==> config.mk <==
export PLATFORM = sky130hd
export DESIGN_NAME = dsss_sequencer
export DESIGN_NICKNAME = d
export VERILOG_FILES = /design/src/core/dsss_pkg.sv /design/src/core/dsss_sequencer.sv
export VERILOG_INCLUDE_DIRS = /design/src /design/src/core
export SDC_FILE = /design/constraint.sdc
export NUM_CORES = 1
export LEC_CHECK = 0
export BUFFER_PORTS_ARGS = -buffer_cell sky130_fd_sc_hd__buf_2
export CORE_MARGIN = 2
export CORE_UTILIZATION = 25
export CTS_BUF_LIST = sky130_fd_sc_hd__clkbuf_16
export DETAILED_ROUTE_END_ITERATION = 10
export GPL_TIMING_DRIVEN = 0
export HOLD_SLACK_MARGIN = 0.02
export PLACE_DENSITY = 0.5
export SLEW_MARGIN = 5
export SYNTH_ARGS = -nofsm -noshare
export SYNTH_HDL_FRONTEND = slang
export SYNTH_SLANG_ARGS = --single-unit
==> constraint.sdc <==
create_clock -name CLK -period 5.9 [get_ports CLK]
set_input_delay 1.18 -clock CLK [delete_from_list [all_inputs] [get_ports CLK]]
set_output_delay 1.18 -clock CLK [all_outputs]
set_load 0.01 [all_outputs]
==> src/core/dsss_params.svh <==
// Register offsets, field positions, reset values and timing counts of the supply switch sequencer.
`ifndef DSSS_PARAMS_SVH
`define DSSS_PARAMS_SVH
`define DSSS_ADDR_W 16
`define DSSS_OFS_CONTROL 16'h1C00
`define DSSS_OFS_STATUS 16'h1C01
`define DSSS_OFS_FLAGS 16'h1C02
`define DSSS_OFS_MASK 16'h1C03
`define DSSS_OFS_STATE 16'h1C04
`define DSSS_CTL_FORCE_BIT 0
`define DSSS_CTL_ENABLE_N_BIT 1
`define DSSS_CTL_RESET 2'h0
`define DSSS_EVT_BUS_READY 0
`define DSSS_EVT_BUS_LOST 1
`define DSSS_EVT_MAIN_READY 2
`define DSSS_EVT_MAIN_LOST 3
`define DSSS_EVT_BUS_TO_MAIN 4
`define DSSS_EVT_MAIN_TO_BUS 5
`define DSSS_EVT_RESET 6'h00
`define DSSS_CLK_MHZ 100
`define DSSS_STEP_US 50
`define DSSS_STEP_CYCLES (`DSSS_STEP_US * `DSSS_CLK_MHZ)
`define DSSS_CNT_W 13
`endif

==> src/core/dsss_pkg.sv <==
// Types shared by the supply switch sequencer.
package dsss_pkg;
  typedef enum logic [3:0] {
    DSSS_ST_INIT,
    DSSS_ST_MAIN_D_OPEN,
    DSSS_ST_MAIN,
    DSSS_ST_BUS,
    DSSS_ST_UP_C_OPEN,
    DSSS_ST_UP_B_SHORT,
    DSSS_ST_UP_D_OPEN,
    DSSS_ST_DN_A_OPEN,
    DSSS_ST_DN_D_CLOSE,
    DSSS_ST_DN_B_OPEN
  } dsss_state_type;

  typedef struct packed {
    logic fet_a;
    logic fet_b;
    logic fet_c;
    logic fet_d;
  } dsss_fets_type;

  typedef struct packed {
    logic [2:0] bus_sync;
    logic [2:0] main_sync;
    logic [2:0] core_sync;
    logic bus_good;
    logic main_good;
    logic core_good;
    dsss_state_type state;
    logic [12:0] count;
    dsss_fets_type fets;
    logic force_bus_rail;
    logic switch_enable_n;
    logic [5:0] flags;
    logic [5:0] mask;
    logic [7:0] rdata;
  } dsss_regs_type;
endpackage : dsss_pkg

==> src/core/dsss_sequencer.sv <==
// Supply switch sequencer: rail selection, FET stepping, reset hold and event registers.
`timescale 1ns/10ps
`include "dsss_params.svh"
// What this block does
// - Core reset is held while the core voltage good input is low.
// - Reset is also held while neither rail good input is high.
// - With no rail good, FETs A and C are open, B and D closed.
// - Main rail alone: open D, then short A after 50us.
// - Bus rail alone: enable the regulator and run, never back-driving the main rail.
// - Running on bus rail, main rail good starts handover by opening C.
// - Handover shorts B 50us after C opens.
// - Handover opens D 50us after B shorts.
// - Handover shorts A 50us after D opens, main rail feeds core.
// - On main rail, bus rail arriving changes no FET unless force bus rail is set.
// - Both present, bus rail lost: supply unchanged, lost event raised.
// - Both present, main rail lost: first open A.
// - Main loss: close D 50us after A opens.
// - Main loss: open B 50us after the previous step.
// - Main loss: short C 50us after B opens, bus rail feeds core.
// - Main rail is chosen automatically unless force bus rail is set.
// - Force bus rail, control bit 0 reset 0, acts only on main with bus present.
// - Switch enable, control bit 1, is active low and resets to 0.
// - Interrupt stays high until every asserted flag with its mask bit set is cleared or has its mask bit cleared.
// - Each event is maskable by its own mask bit.
// - Stored flags gated by their mask bits drive a wake output equal to the interrupt.
// - Five registers decode at consecutive byte addresses from 1C00h; above is reserved.
// - Ready flags set on rising rail status, lost flags on falling.
// - Writing 1 clears a flag, writing 0 leaves it.
// - Setting force bus rail raises the main-to-bus switchover flag.
// - A masked event produces no interrupt.
module dsss_sequencer
  import dsss_pkg::*;
(
  input wire logic CLK,
  input wire logic RST_N,
  input wire logic BUS_RAIL_GOOD,
  input wire logic MAIN_RAIL_GOOD,
  input wire logic CORE_VOLTAGE_GOOD,
  input wire logic [15:0] ADDR,
  input wire logic [7:0] WDATA,
  input wire logic WR,
  input wire logic RD,
  output logic [7:0] RDATA,
  output logic FET_A_SHORT,
  output logic FET_B_SHORT,
  output logic FET_C_SHORT,
  output logic FET_D_SHORT,
  output logic REGULATOR_ON,
  output logic SWITCH_ENABLE_N,
  output logic CORE_RESET_N,
  output logic IRQ,
  output logic WAKE
);

  // ==========================================================
  // FET patterns
  // ==========================================================
  // Returns a FET set; a one means the switch is shorted.
  function automatic dsss_fets_type fets(input logic a, input logic b,
                                         input logic c, input logic d);
    fets = '{fet_a: a, fet_b: b, fet_c: c, fet_d: d};
  endfunction : fets

  localparam logic [12:0] STEP_LAST = 13'(`DSSS_STEP_CYCLES - 1);

  // Switch set of the power-up state: A and C open, B and D closed.
  localparam dsss_fets_type FETS_POWER_UP =
    '{fet_a: 1'b0, fet_b: 1'b1, fet_c: 1'b0, fet_d: 1'b1};
  // Switch set of the bus-only state: C feeds the core straight from the bus rail.
  localparam dsss_fets_type FETS_BUS =
    '{fet_a: 1'b0, fet_b: 1'b0, fet_c: 1'b1, fet_d: 1'b1};

  // ==========================================================
  // Helpers
  // ==========================================================
  // True when the bus address selects the given register.
  function automatic logic hit(input logic [15:0] addr, input logic [15:0] ofs);
    hit = addr == ofs;
  endfunction : hit

  // Takes a new level only once the last two synchroniser stages agree.
  function automatic logic settle(input logic [2:0] sync, input logic held);
    if (sync[2] == sync[1]) begin
      settle = sync[2];
    end else begin
      settle = held;
    end
  endfunction : settle

  // True on a low-to-high change between two settled levels.
  function automatic logic went_high(input logic now_lvl, input logic was_lvl);
    went_high = now_lvl & ~was_lvl;
  endfunction : went_high

  // True on a high-to-low change between two settled levels.
  function automatic logic went_low(input logic now_lvl, input logic was_lvl);
    went_low = ~now_lvl & was_lvl;
  endfunction : went_low

  // Automatic choice: main rail, unless software forces the bus rail while it is good.
  function automatic logic want_main(input logic main_lvl, input logic bus_lvl,
                                     input logic force_bus);
    want_main = main_lvl & ~(force_bus & bus_lvl);
  endfunction : want_main

  // Step counter: counts up and rests at the last count of a step.
  function automatic logic [12:0] next_count(input logic [12:0] count, input logic done);
    if (done) begin
      next_count = count;
    end else begin
      next_count = count + 13'h0001;
    end
  endfunction : next_count

  // Clears the flags written with ones, then lets new events set theirs.
  function automatic logic [5:0] flag_update(input logic [5:0] held, input logic clear_en,
                                             input logic [5:0] clear_bits,
                                             input logic [5:0] events);
    logic [5:0] kept;
    kept = held;
    if (clear_en) begin
      kept = held & ~clear_bits;
    end
    flag_update = kept | events;
  endfunction : flag_update

  // Core runs only with the core voltage good and at least one rail good.
  function automatic logic core_release(input logic core_lvl, input logic bus_lvl,
                                        input logic main_lvl);
    core_release = core_lvl & (bus_lvl | main_lvl);
  endfunction : core_release

  // Interrupt level: any stored flag whose mask bit is set.
  function automatic logic pending(input logic [5:0] flags, input logic [5:0] mask);
    pending = |(flags & mask);
  endfunction : pending

  // Control image: bit 1 switch enable, active low, bit 0 force bus rail.
  function automatic logic [7:0] control_byte(input logic enable_n, input logic force_bus);
    control_byte = {6'h00, enable_n, force_bus};
  endfunction : control_byte

  // Status image: settled rail levels, core release and the two rail switches.
  function automatic logic [7:0] status_byte(input logic main_lvl, input logic bus_lvl,
                                             input logic core_ok, input dsss_fets_type f);
    status_byte = {2'h0, main_lvl, bus_lvl, 1'b0, core_ok, f.fet_a, f.fet_c};
  endfunction : status_byte

  // Switch state image: bit 1 bus rail switch, bit 0 main rail switch.
  function automatic logic [7:0] state_byte(input dsss_fets_type f);
    state_byte = {6'h00, f.fet_c, f.fet_a};
  endfunction : state_byte

  // Widens a six-bit register to the byte read back; the top bits read zero.
  function automatic logic [7:0] pad6(input logic [5:0] v);
    pad6 = {2'h0, v};
  endfunction : pad6

  // Read data of one register; unmapped and reserved addresses read zero.
  function automatic logic [7:0] read_mux(input logic [15:0] addr, input dsss_regs_type s);
    unique case (addr)
      `DSSS_OFS_CONTROL: read_mux = control_byte(s.switch_enable_n, s.force_bus_rail);
      `DSSS_OFS_STATUS: read_mux = status_byte(s.main_good, s.bus_good,
                                               core_release(s.core_good, s.bus_good, s.main_good),
                                               s.fets);
      `DSSS_OFS_FLAGS: read_mux = pad6(s.flags);
      `DSSS_OFS_MASK: read_mux = pad6(s.mask);
      `DSSS_OFS_STATE: read_mux = state_byte(s.fets);
      default: read_mux = 8'h00;
    endcase
  endfunction : read_mux

  dsss_regs_type r_reg;
  dsss_regs_type r_next;

  logic bus_rise;
  logic bus_fall;
  logic main_rise;
  logic main_fall;
  logic step_done;
  logic wr_ctl;
  logic wr_flags;
  logic wr_mask;
  logic [5:0] set_ev;

  // ==========================================================
  // Next state
  // ==========================================================
  always_comb begin
    r_next = r_reg;
    // Third and second stages must agree before a level is taken.
    r_next.bus_sync = {r_reg.bus_sync[1:0], BUS_RAIL_GOOD};
    r_next.main_sync = {r_reg.main_sync[1:0], MAIN_RAIL_GOOD};
    r_next.core_sync = {r_reg.core_sync[1:0], CORE_VOLTAGE_GOOD};
    r_next.bus_good = settle(r_reg.bus_sync, r_reg.bus_good);
    r_next.main_good = settle(r_reg.main_sync, r_reg.main_good);
    r_next.core_good = settle(r_reg.core_sync, r_reg.core_good);

    bus_rise = went_high(r_next.bus_good, r_reg.bus_good);
    bus_fall = went_low(r_next.bus_good, r_reg.bus_good);
    main_rise = went_high(r_next.main_good, r_reg.main_good);
    main_fall = went_low(r_next.main_good, r_reg.main_good);

    // Register writes.
    wr_ctl = WR && hit(ADDR, `DSSS_OFS_CONTROL);
    wr_flags = WR && hit(ADDR, `DSSS_OFS_FLAGS);
    wr_mask = WR && hit(ADDR, `DSSS_OFS_MASK);
    set_ev = '0;

    if (wr_ctl) begin
      r_next.force_bus_rail = WDATA[`DSSS_CTL_FORCE_BIT];
      r_next.switch_enable_n = WDATA[`DSSS_CTL_ENABLE_N_BIT];
      if (WDATA[`DSSS_CTL_FORCE_BIT] && !r_reg.force_bus_rail) begin
        set_ev[`DSSS_EVT_MAIN_TO_BUS] = 1'b1;
      end
    end
    if (wr_mask) begin
      r_next.mask = WDATA[5:0];
    end

    // Step counter restarts on every state change.
    step_done = r_reg.count == STEP_LAST;
    r_next.count = next_count(r_reg.count, step_done);

    // Switch sequencing: every step is a FET change made as a state is entered.
    unique case (r_reg.state)
      DSSS_ST_INIT: begin
        // The diodes on A and C keep either rail from driving the other.
        r_next.fets = FETS_POWER_UP;
        if (want_main(r_reg.main_good, r_reg.bus_good, r_reg.force_bus_rail)) begin
          // D opens with the state entry, so the 50us to the A short starts here.
          r_next.fets.fet_d = 1'b0;
          r_next.state = DSSS_ST_MAIN_D_OPEN;
        end else if (r_reg.bus_good) begin
          r_next.fets = FETS_BUS;
          r_next.state = DSSS_ST_BUS;
        end
      end
      DSSS_ST_MAIN_D_OPEN: begin
        r_next.fets.fet_d = 1'b0;
        if (!r_reg.main_good) begin
          // Main rail gone before A shorted: start over from power-up.
          r_next.state = DSSS_ST_INIT;
        end else if (step_done) begin
          r_next.fets.fet_a = 1'b1;
          r_next.state = DSSS_ST_MAIN;
          set_ev[`DSSS_EVT_BUS_TO_MAIN] = r_reg.fets.fet_c | r_reg.bus_good;
        end
      end
      DSSS_ST_MAIN: begin
        // Bus rail going leaves the FETs alone; bus rail coming moves them only with force bus rail set.
        if (!r_reg.main_good) begin
          r_next.fets.fet_a = 1'b0;
          r_next.state = DSSS_ST_DN_A_OPEN;
        end else if (!want_main(r_reg.main_good, r_reg.bus_good, r_reg.force_bus_rail)) begin
          // Forced move to the bus rail walks the same steps as a main rail loss.
          r_next.fets.fet_a = 1'b0;
          r_next.state = DSSS_ST_DN_A_OPEN;
        end
      end
      DSSS_ST_BUS: begin
        if (!r_reg.bus_good) begin
          r_next.state = DSSS_ST_INIT;
        end else if (want_main(r_reg.main_good, r_reg.bus_good, r_reg.force_bus_rail)) begin
          // C opens first, so the bus rail reaches the core only through its diode.
          r_next.fets.fet_c = 1'b0;
          r_next.state = DSSS_ST_UP_C_OPEN;
        end
      end
      DSSS_ST_UP_C_OPEN: begin
        if (step_done) begin
          // Both diodes now conduct; the higher rail feeds the core.
          r_next.fets.fet_b = 1'b1;
          r_next.state = DSSS_ST_UP_B_SHORT;
        end
      end
      DSSS_ST_UP_B_SHORT: begin
        if (step_done) begin
          // The bus rail path is cut before the main diode is bypassed.
          r_next.fets.fet_d = 1'b0;
          r_next.state = DSSS_ST_UP_D_OPEN;
        end
      end
      DSSS_ST_UP_D_OPEN: begin
        if (step_done) begin
          // Bypassing the diode last removes its drop without back-drive.
          r_next.fets.fet_a = 1'b1;
          r_next.state = DSSS_ST_MAIN;
          set_ev[`DSSS_EVT_BUS_TO_MAIN] = 1'b1;
        end
      end
      DSSS_ST_DN_A_OPEN: begin
        if (step_done) begin
          // Back to the power-up set; the core may drop out of regulation here.
          r_next.fets.fet_d = 1'b1;
          r_next.state = DSSS_ST_DN_D_CLOSE;
        end
      end
      DSSS_ST_DN_D_CLOSE: begin
        if (step_done) begin
          // Main rail path cut; the bus rail feeds the core through its diode.
          r_next.fets.fet_b = 1'b0;
          r_next.state = DSSS_ST_DN_B_OPEN;
        end
      end
      DSSS_ST_DN_B_OPEN: begin
        if (step_done) begin
          if (r_reg.bus_good) begin
            // Bypassing the bus diode last removes its drop.
            r_next.fets.fet_c = 1'b1;
            r_next.state = DSSS_ST_BUS;
            if (!r_reg.force_bus_rail) begin
              set_ev[`DSSS_EVT_MAIN_TO_BUS] = 1'b1;
            end
          end else begin
            // Bus rail gone as well: nothing is left to hand over to.
            r_next.state = DSSS_ST_INIT;
          end
        end
      end
    endcase
    if (r_next.state != r_reg.state) begin
      r_next.count = '0;
    end

    // Event flags.
    set_ev[`DSSS_EVT_BUS_READY] = bus_rise;
    set_ev[`DSSS_EVT_BUS_LOST] = bus_fall;
    set_ev[`DSSS_EVT_MAIN_READY] = main_rise;
    set_ev[`DSSS_EVT_MAIN_LOST] = main_fall;
    // A new event wins over a clear in the same cycle.
    r_next.flags = flag_update(r_reg.flags, wr_flags, WDATA[5:0], set_ev);

    // Read data stand only in the cycle after the strobe.
    r_next.rdata = 8'h00;
    if (RD) begin
      r_next.rdata = read_mux(ADDR, r_reg);
    end
  end

  // ==========================================================
  // Registers
  // ==========================================================
  // Synchronous reset puts the switches in the power-up set.
  always_ff @(posedge CLK) begin
    if (!RST_N) begin
      r_reg <= '{bus_sync: 3'h0, main_sync: 3'h0, core_sync: 3'h0,
                 bus_good: 1'b0, main_good: 1'b0, core_good: 1'b0,
                 state: DSSS_ST_INIT, count: 13'h0000,
                 fets: '{fet_a: 1'b0, fet_b: 1'b1, fet_c: 1'b0, fet_d: 1'b1},
                 force_bus_rail: 1'b0, switch_enable_n: 1'b0,
                 flags: `DSSS_EVT_RESET, mask: 6'h00, rdata: 8'h00};
    end else begin
      r_reg <= r_next;
    end
  end

  // ==========================================================
  // Outputs
  // ==========================================================
  assign RDATA = r_reg.rdata;
  assign FET_A_SHORT = r_reg.fets.fet_a;
  assign FET_B_SHORT = r_reg.fets.fet_b;
  assign FET_C_SHORT = r_reg.fets.fet_c;
  assign FET_D_SHORT = r_reg.fets.fet_d;
  assign REGULATOR_ON = r_reg.bus_good | r_reg.main_good;
  assign SWITCH_ENABLE_N = r_reg.switch_enable_n;
  assign CORE_RESET_N = core_release(r_reg.core_good, r_reg.bus_good,
                                     r_reg.main_good);
  assign IRQ = pending(r_reg.flags, r_reg.mask);
  // Pure gating of stored flags, so the wake follows IRQ and rises only on a clock edge that stores a flag or sets its mask bit.
  assign WAKE = pending(r_reg.flags, r_reg.mask);

endmodule : dsss_sequencer

Yosys cells after proc, flatten, opt, wreduce, memory -nomap -nowiden:

Index checks and enable logic that the tools add are counted.

* flip-flop bits (word level): 55
* bits of input ports: 31

* eq/ne operators: 29
* bitwise logic cells: 19
* add/sub/neg operators: 1
* reduce and logical (&&, ||, !) cells: 17
* mux-type cells: 46

Operators by type and width (number)
* $eq A16 B13 Y1 const B: 5
* $mux W4: 13
* $pmux W4 S10: 1
* $pmux W6 S5: 1
* $mux W1: 22
* $ne A2 B2 Y1 const B: 9
* $eq A4 B3 Y1 const B: 4
* $add A13 B1 Y13 const B: 1
* $eq A13 B13 Y1 const B: 1
* $and A6 B6 Y6: 2
* $reduce_and A3 Y1: 3
* $eq A4 B2 Y1 const B: 2
* $eq A4 B4 Y1 const B: 2
* $pmux W1 S4: 2
* $reduce_bool A4 Y1: 2
* $and A1 B1 Y1: 7
* $mux W3: 2
* $mux W6: 1
* $not A1 Y1: 6
* $not A6 Y6: 1
* $or A6 B6 Y6: 1
* $pmux W1 S3: 2
* $reduce_bool A3 Y1: 2
* $reduce_or A6 Y1: 1
* other kinds (13): 19

Depth between registers and ports, before layout:

* depth after elaboration: 9
* mapped depth: 9

Worst setup path after synthesis:

Ideal clock, no wire load.

* kind: input to register
* start point: in ADDR[3]
* end point: reg r_reg[14] in the netlist's numbering
* slack: 3224 ps
* cell stages on the path: 8
* library setup time: 117 ps
* arrival: 2558 ps
* buffers on the path: 2
* path through: nor4_1 -> and4_1 -> and3b_1 -> clkbuf_1 -> and3b_1 -> clkbuf_1 -> nand2_1 -> a32o_1

* word-level cells in the longest chain between the ends: 4

RTL lines
* from (decl): RTL line dsss_sequencer.sv:39 `input wire logic [15:0] ADDR,`
* $eq A16 B13 Y1: RTL line dsss_sequencer.sv:78 `hit = addr == ofs;`
* $logic_and A1 B1 Y1: RTL line dsss_sequencer.sv:206 `` wr_flags = WR && hit(ADDR, `DSSS_OFS_FLAGS); ``
* $mux W6: RTL line dsss_sequencer.sv:121 `if (clear_en) begin`
* $or A6 B6 Y6: RTL line dsss_sequencer.sv:124 `flag_update = kept | events;`
* to (signal assigned): RTL line dsss_sequencer.sv:347 `r_reg <= '{bus_sync: 3'h0, main_sync: 3'h0, core_sync: 3'h0,`
* to (signal assigned): RTL line dsss_sequencer.sv:354 `r_reg <= r_next;`
* to (decl): RTL line dsss_sequencer.sv:173 `dsss_regs_type r_reg;`

Every way passes these cells.
A chain may end at the register's enable or synchronous reset.

Worst setup path after layout:

* start point: reg r_reg[45] in the netlist's numbering
* end point: out CORE_RESET_N

* word-level cells in the longest chain between the ends: 2

RTL lines
* $or A1 B1 Y1: RTL line dsss_sequencer.sv:130 `core_release = core_lvl & (bus_lvl | main_lvl);`
* $and A1 B1 Y1: RTL line dsss_sequencer.sv:130
* to (decl): RTL line dsss_sequencer.sv:50 `output logic CORE_RESET_N,`

Every way passes these cells.

==> impl_metrics.toml <==
[sta]
finalMaxSlewViolations = 0
period_minus_slack_ns = 2.95
finalClockSkew_ns = 0.00858
rsz0062_at_grt = "no"
fmax_mhz = 339
whs_ns = 0.435
tightestPinTransition_ns = 0.583
relSlewSlack = 0.610
hold_violations = 0
setup-tns-final_ns = 0
setup_viol = 0
post-route-period-util = 0.499
setup_ws_ns = 2.95

[floorplanning]
core_um2 = 11300
die_w_um = 111
die-area_um2 = 12400
fp.dieH_um = 111
pin_count = 48
start_util = 0.255
num_rows = 39

[power]
peakVddDrop_mv = 0.160
swShare = 0.353
p_comb_frac = 0.328
intPower_uw = 731
power_density_nw_per_um2 = 328
totalPowerFinal_uw = 1130
leakagePower_uw = 0.00131
pwr-share-seq = 0.369
power_frac_clock = 0.303
p_sw_uw = 399

[yosys]
synth_edf_count = 0
syn_area_per_cell_um2 = 8.57
yosys.area.top_type_share = 0.367
synth_area_leaders = "dfxtp_1 37%, nor2_1 3.2%, nor2b_1 3.2%, mux2i_1 3.1%, nand2_1 3.0%"
ys_warn_count = 0
synth_cells = 337
ys_ff_latch = 53
ys.flop_type = "dfxtp_1"
ys_types = 65
synth_async_sr_flop_share = 0
yosysSeqAreaShare = 0.367
synth.most_common_cell = "dfxtp_1"
synthTopCellsByCount = "53 x dfxtp_1, 25 x nor2_1, 23 x nand2_1"
synth_top_area_cell = "dfxtp_1"
synth_area_um2 = 2890

[setup_path]
endpoint_kind = "output pin"
critical_path_peak_fanout = 10
required_ns = 4.72
start_kind = "flip-flop"
worstSetupPathType = "reg2out"
arrival_ns = 1.77
cp_slowest_cell = "dfxtp_1"
max_stage_delay_ns = 0.41
crit_path_cell_trace = "clkbuf_1 > nor2_1 > nor2b_1 > buf_2"

[cts]
tritoncts = "done"
htree_levels = 2
hold_buffers = 0
postCtsSetupBuffers = 0
root_buffer = "clkbuf_16"
clkLatencyLatePin_ns = 0.30
clk_path_buf_depth = 2
cts_sinks = 53
cts_buffers = 5
cts_resized = 0
clk_pin_slew_ns = 0.07

[layout]
antenna_cells = 0
drive_gt1_frac = 0.231
area_growth_pct = 19.3
largest_reg_flops = 36
layout.nets = 417

[grt]
grt_max_degree = 19
overflow = 0
grt_pass1_vias = 2492
track_usage = 0.124
antenna_found_initial = 0
grt_pass1_wl_um = 12700

[drt]
viasPerCell = 5.02
wl_met3_um = 444
drc = 0
wl_met2_um = 3320
drt_iter0_markers = 268
vias = 2658
routedWlPerCell_um = 14.5
drt-total-wl_um = 7650
wl_met1_um = 3770
ant_nets = 0
firstDrtPassIters = 4
routed.top_layer = "met4"

[job]
maxCapViolCount = 0

[place]
port_buffers = 40
pre_cts_ws_ns = 2.81
gp_congestion = 0.863
hpwl_um = 5640

[run_status]
outcome = "complete, no violations"

[min_path]
hp-class = "reg2reg"
[worst max-delay path, delay by kind of cell (launching register included)]
| kind | cells | cell delay (ns) |
|---|---|---|
| simple gates | 2 | 0.49 |
| buf+inv | 2 | 0.57 |
| flops | 1 | 0.41 |
[per-layer routing]
layer / vias to the layer above / track usage
li1: 1303 / -
met1: 1266 / 0.175
met2: 80 / 0.185
met3: 9 / 0.0316
met4: 0 / 0.0412
met5: - / 0
[final cells by class]
class                      count  area (µm²)
clock buffer                   5         125
timing repair buffer          40         200
multi-input combinational    247        1640
tap                          143         179
buffer                        32         173
sequential                    53        1060
fill                        1215        7880
inverter                       6        22.5
clock inverter                 3        50.0
[placed cells by master, fill, tap and decap left out, types with 6 or more instances in the layout]
master / instances
a21oi_1: 16
a22oi_1: 9
dfxtp_1: 53
o21ai_0: 17
nor2_2: 9
nand2_1: 23
buf_2: 46
and2_1: 9
nor2b_1: 15
inv_1: 6
nor2_1: 25
mux2i_1: 9
xor2_1: 6
nor3_1: 8
clkbuf_1: 14
buf_4: 10
nand3_1: 17
[kinds of logic after synthesis]
family | synth area share
AND/OR/NAND/NOR | 0.259
XOR/XNOR | 0.0303
AO/OA/AOI/OAI | 0.211
other | 0.00130
buffers and inverters | 0.0676
multiplexers | 0.0585
flip-flops | 0.367
adder cells (fa/ha/maj) | 0.00433
[stage by stage]
step	instances	area [µm²]	util
2_1_floorplan	338	2890	-
3_3_place_gp	521	3270	0.289
3_5_place_dp	521	3270	0.289
4_1_cts	529	3450	0.304
5_1_grt	529	3450	0.304
6_report	529	3450	0.304
[power groups by stage]
| stage | registers [µW] | clock network, µW | logic, µW |
|---|---|---|---|
| finish | 417 | 343 | 371 |
| global route | 422 | 371 | 406 |
| CTS | 416 | 358 | 366 |
| detailed placement | 424 | 0 | 364 |
| global placement | 424 | 0 | 368 |
| floorplan | 419 | 0 | 273 |
[worst paths after layout]
check                   from           end  slack, ns  depth (start not counted)
setup / recovery   r_reg[45]  CORE_RESET_N       2.95                          4
setup reg to reg   r_reg[26]     r_reg[33]       3.65                          8
hold reg to reg   r_next[47]    r_next[48]       0.43                          1
hold / removal    r_next[47]    r_next[48]       0.43                          1
(Power assumes the default switching activity.)
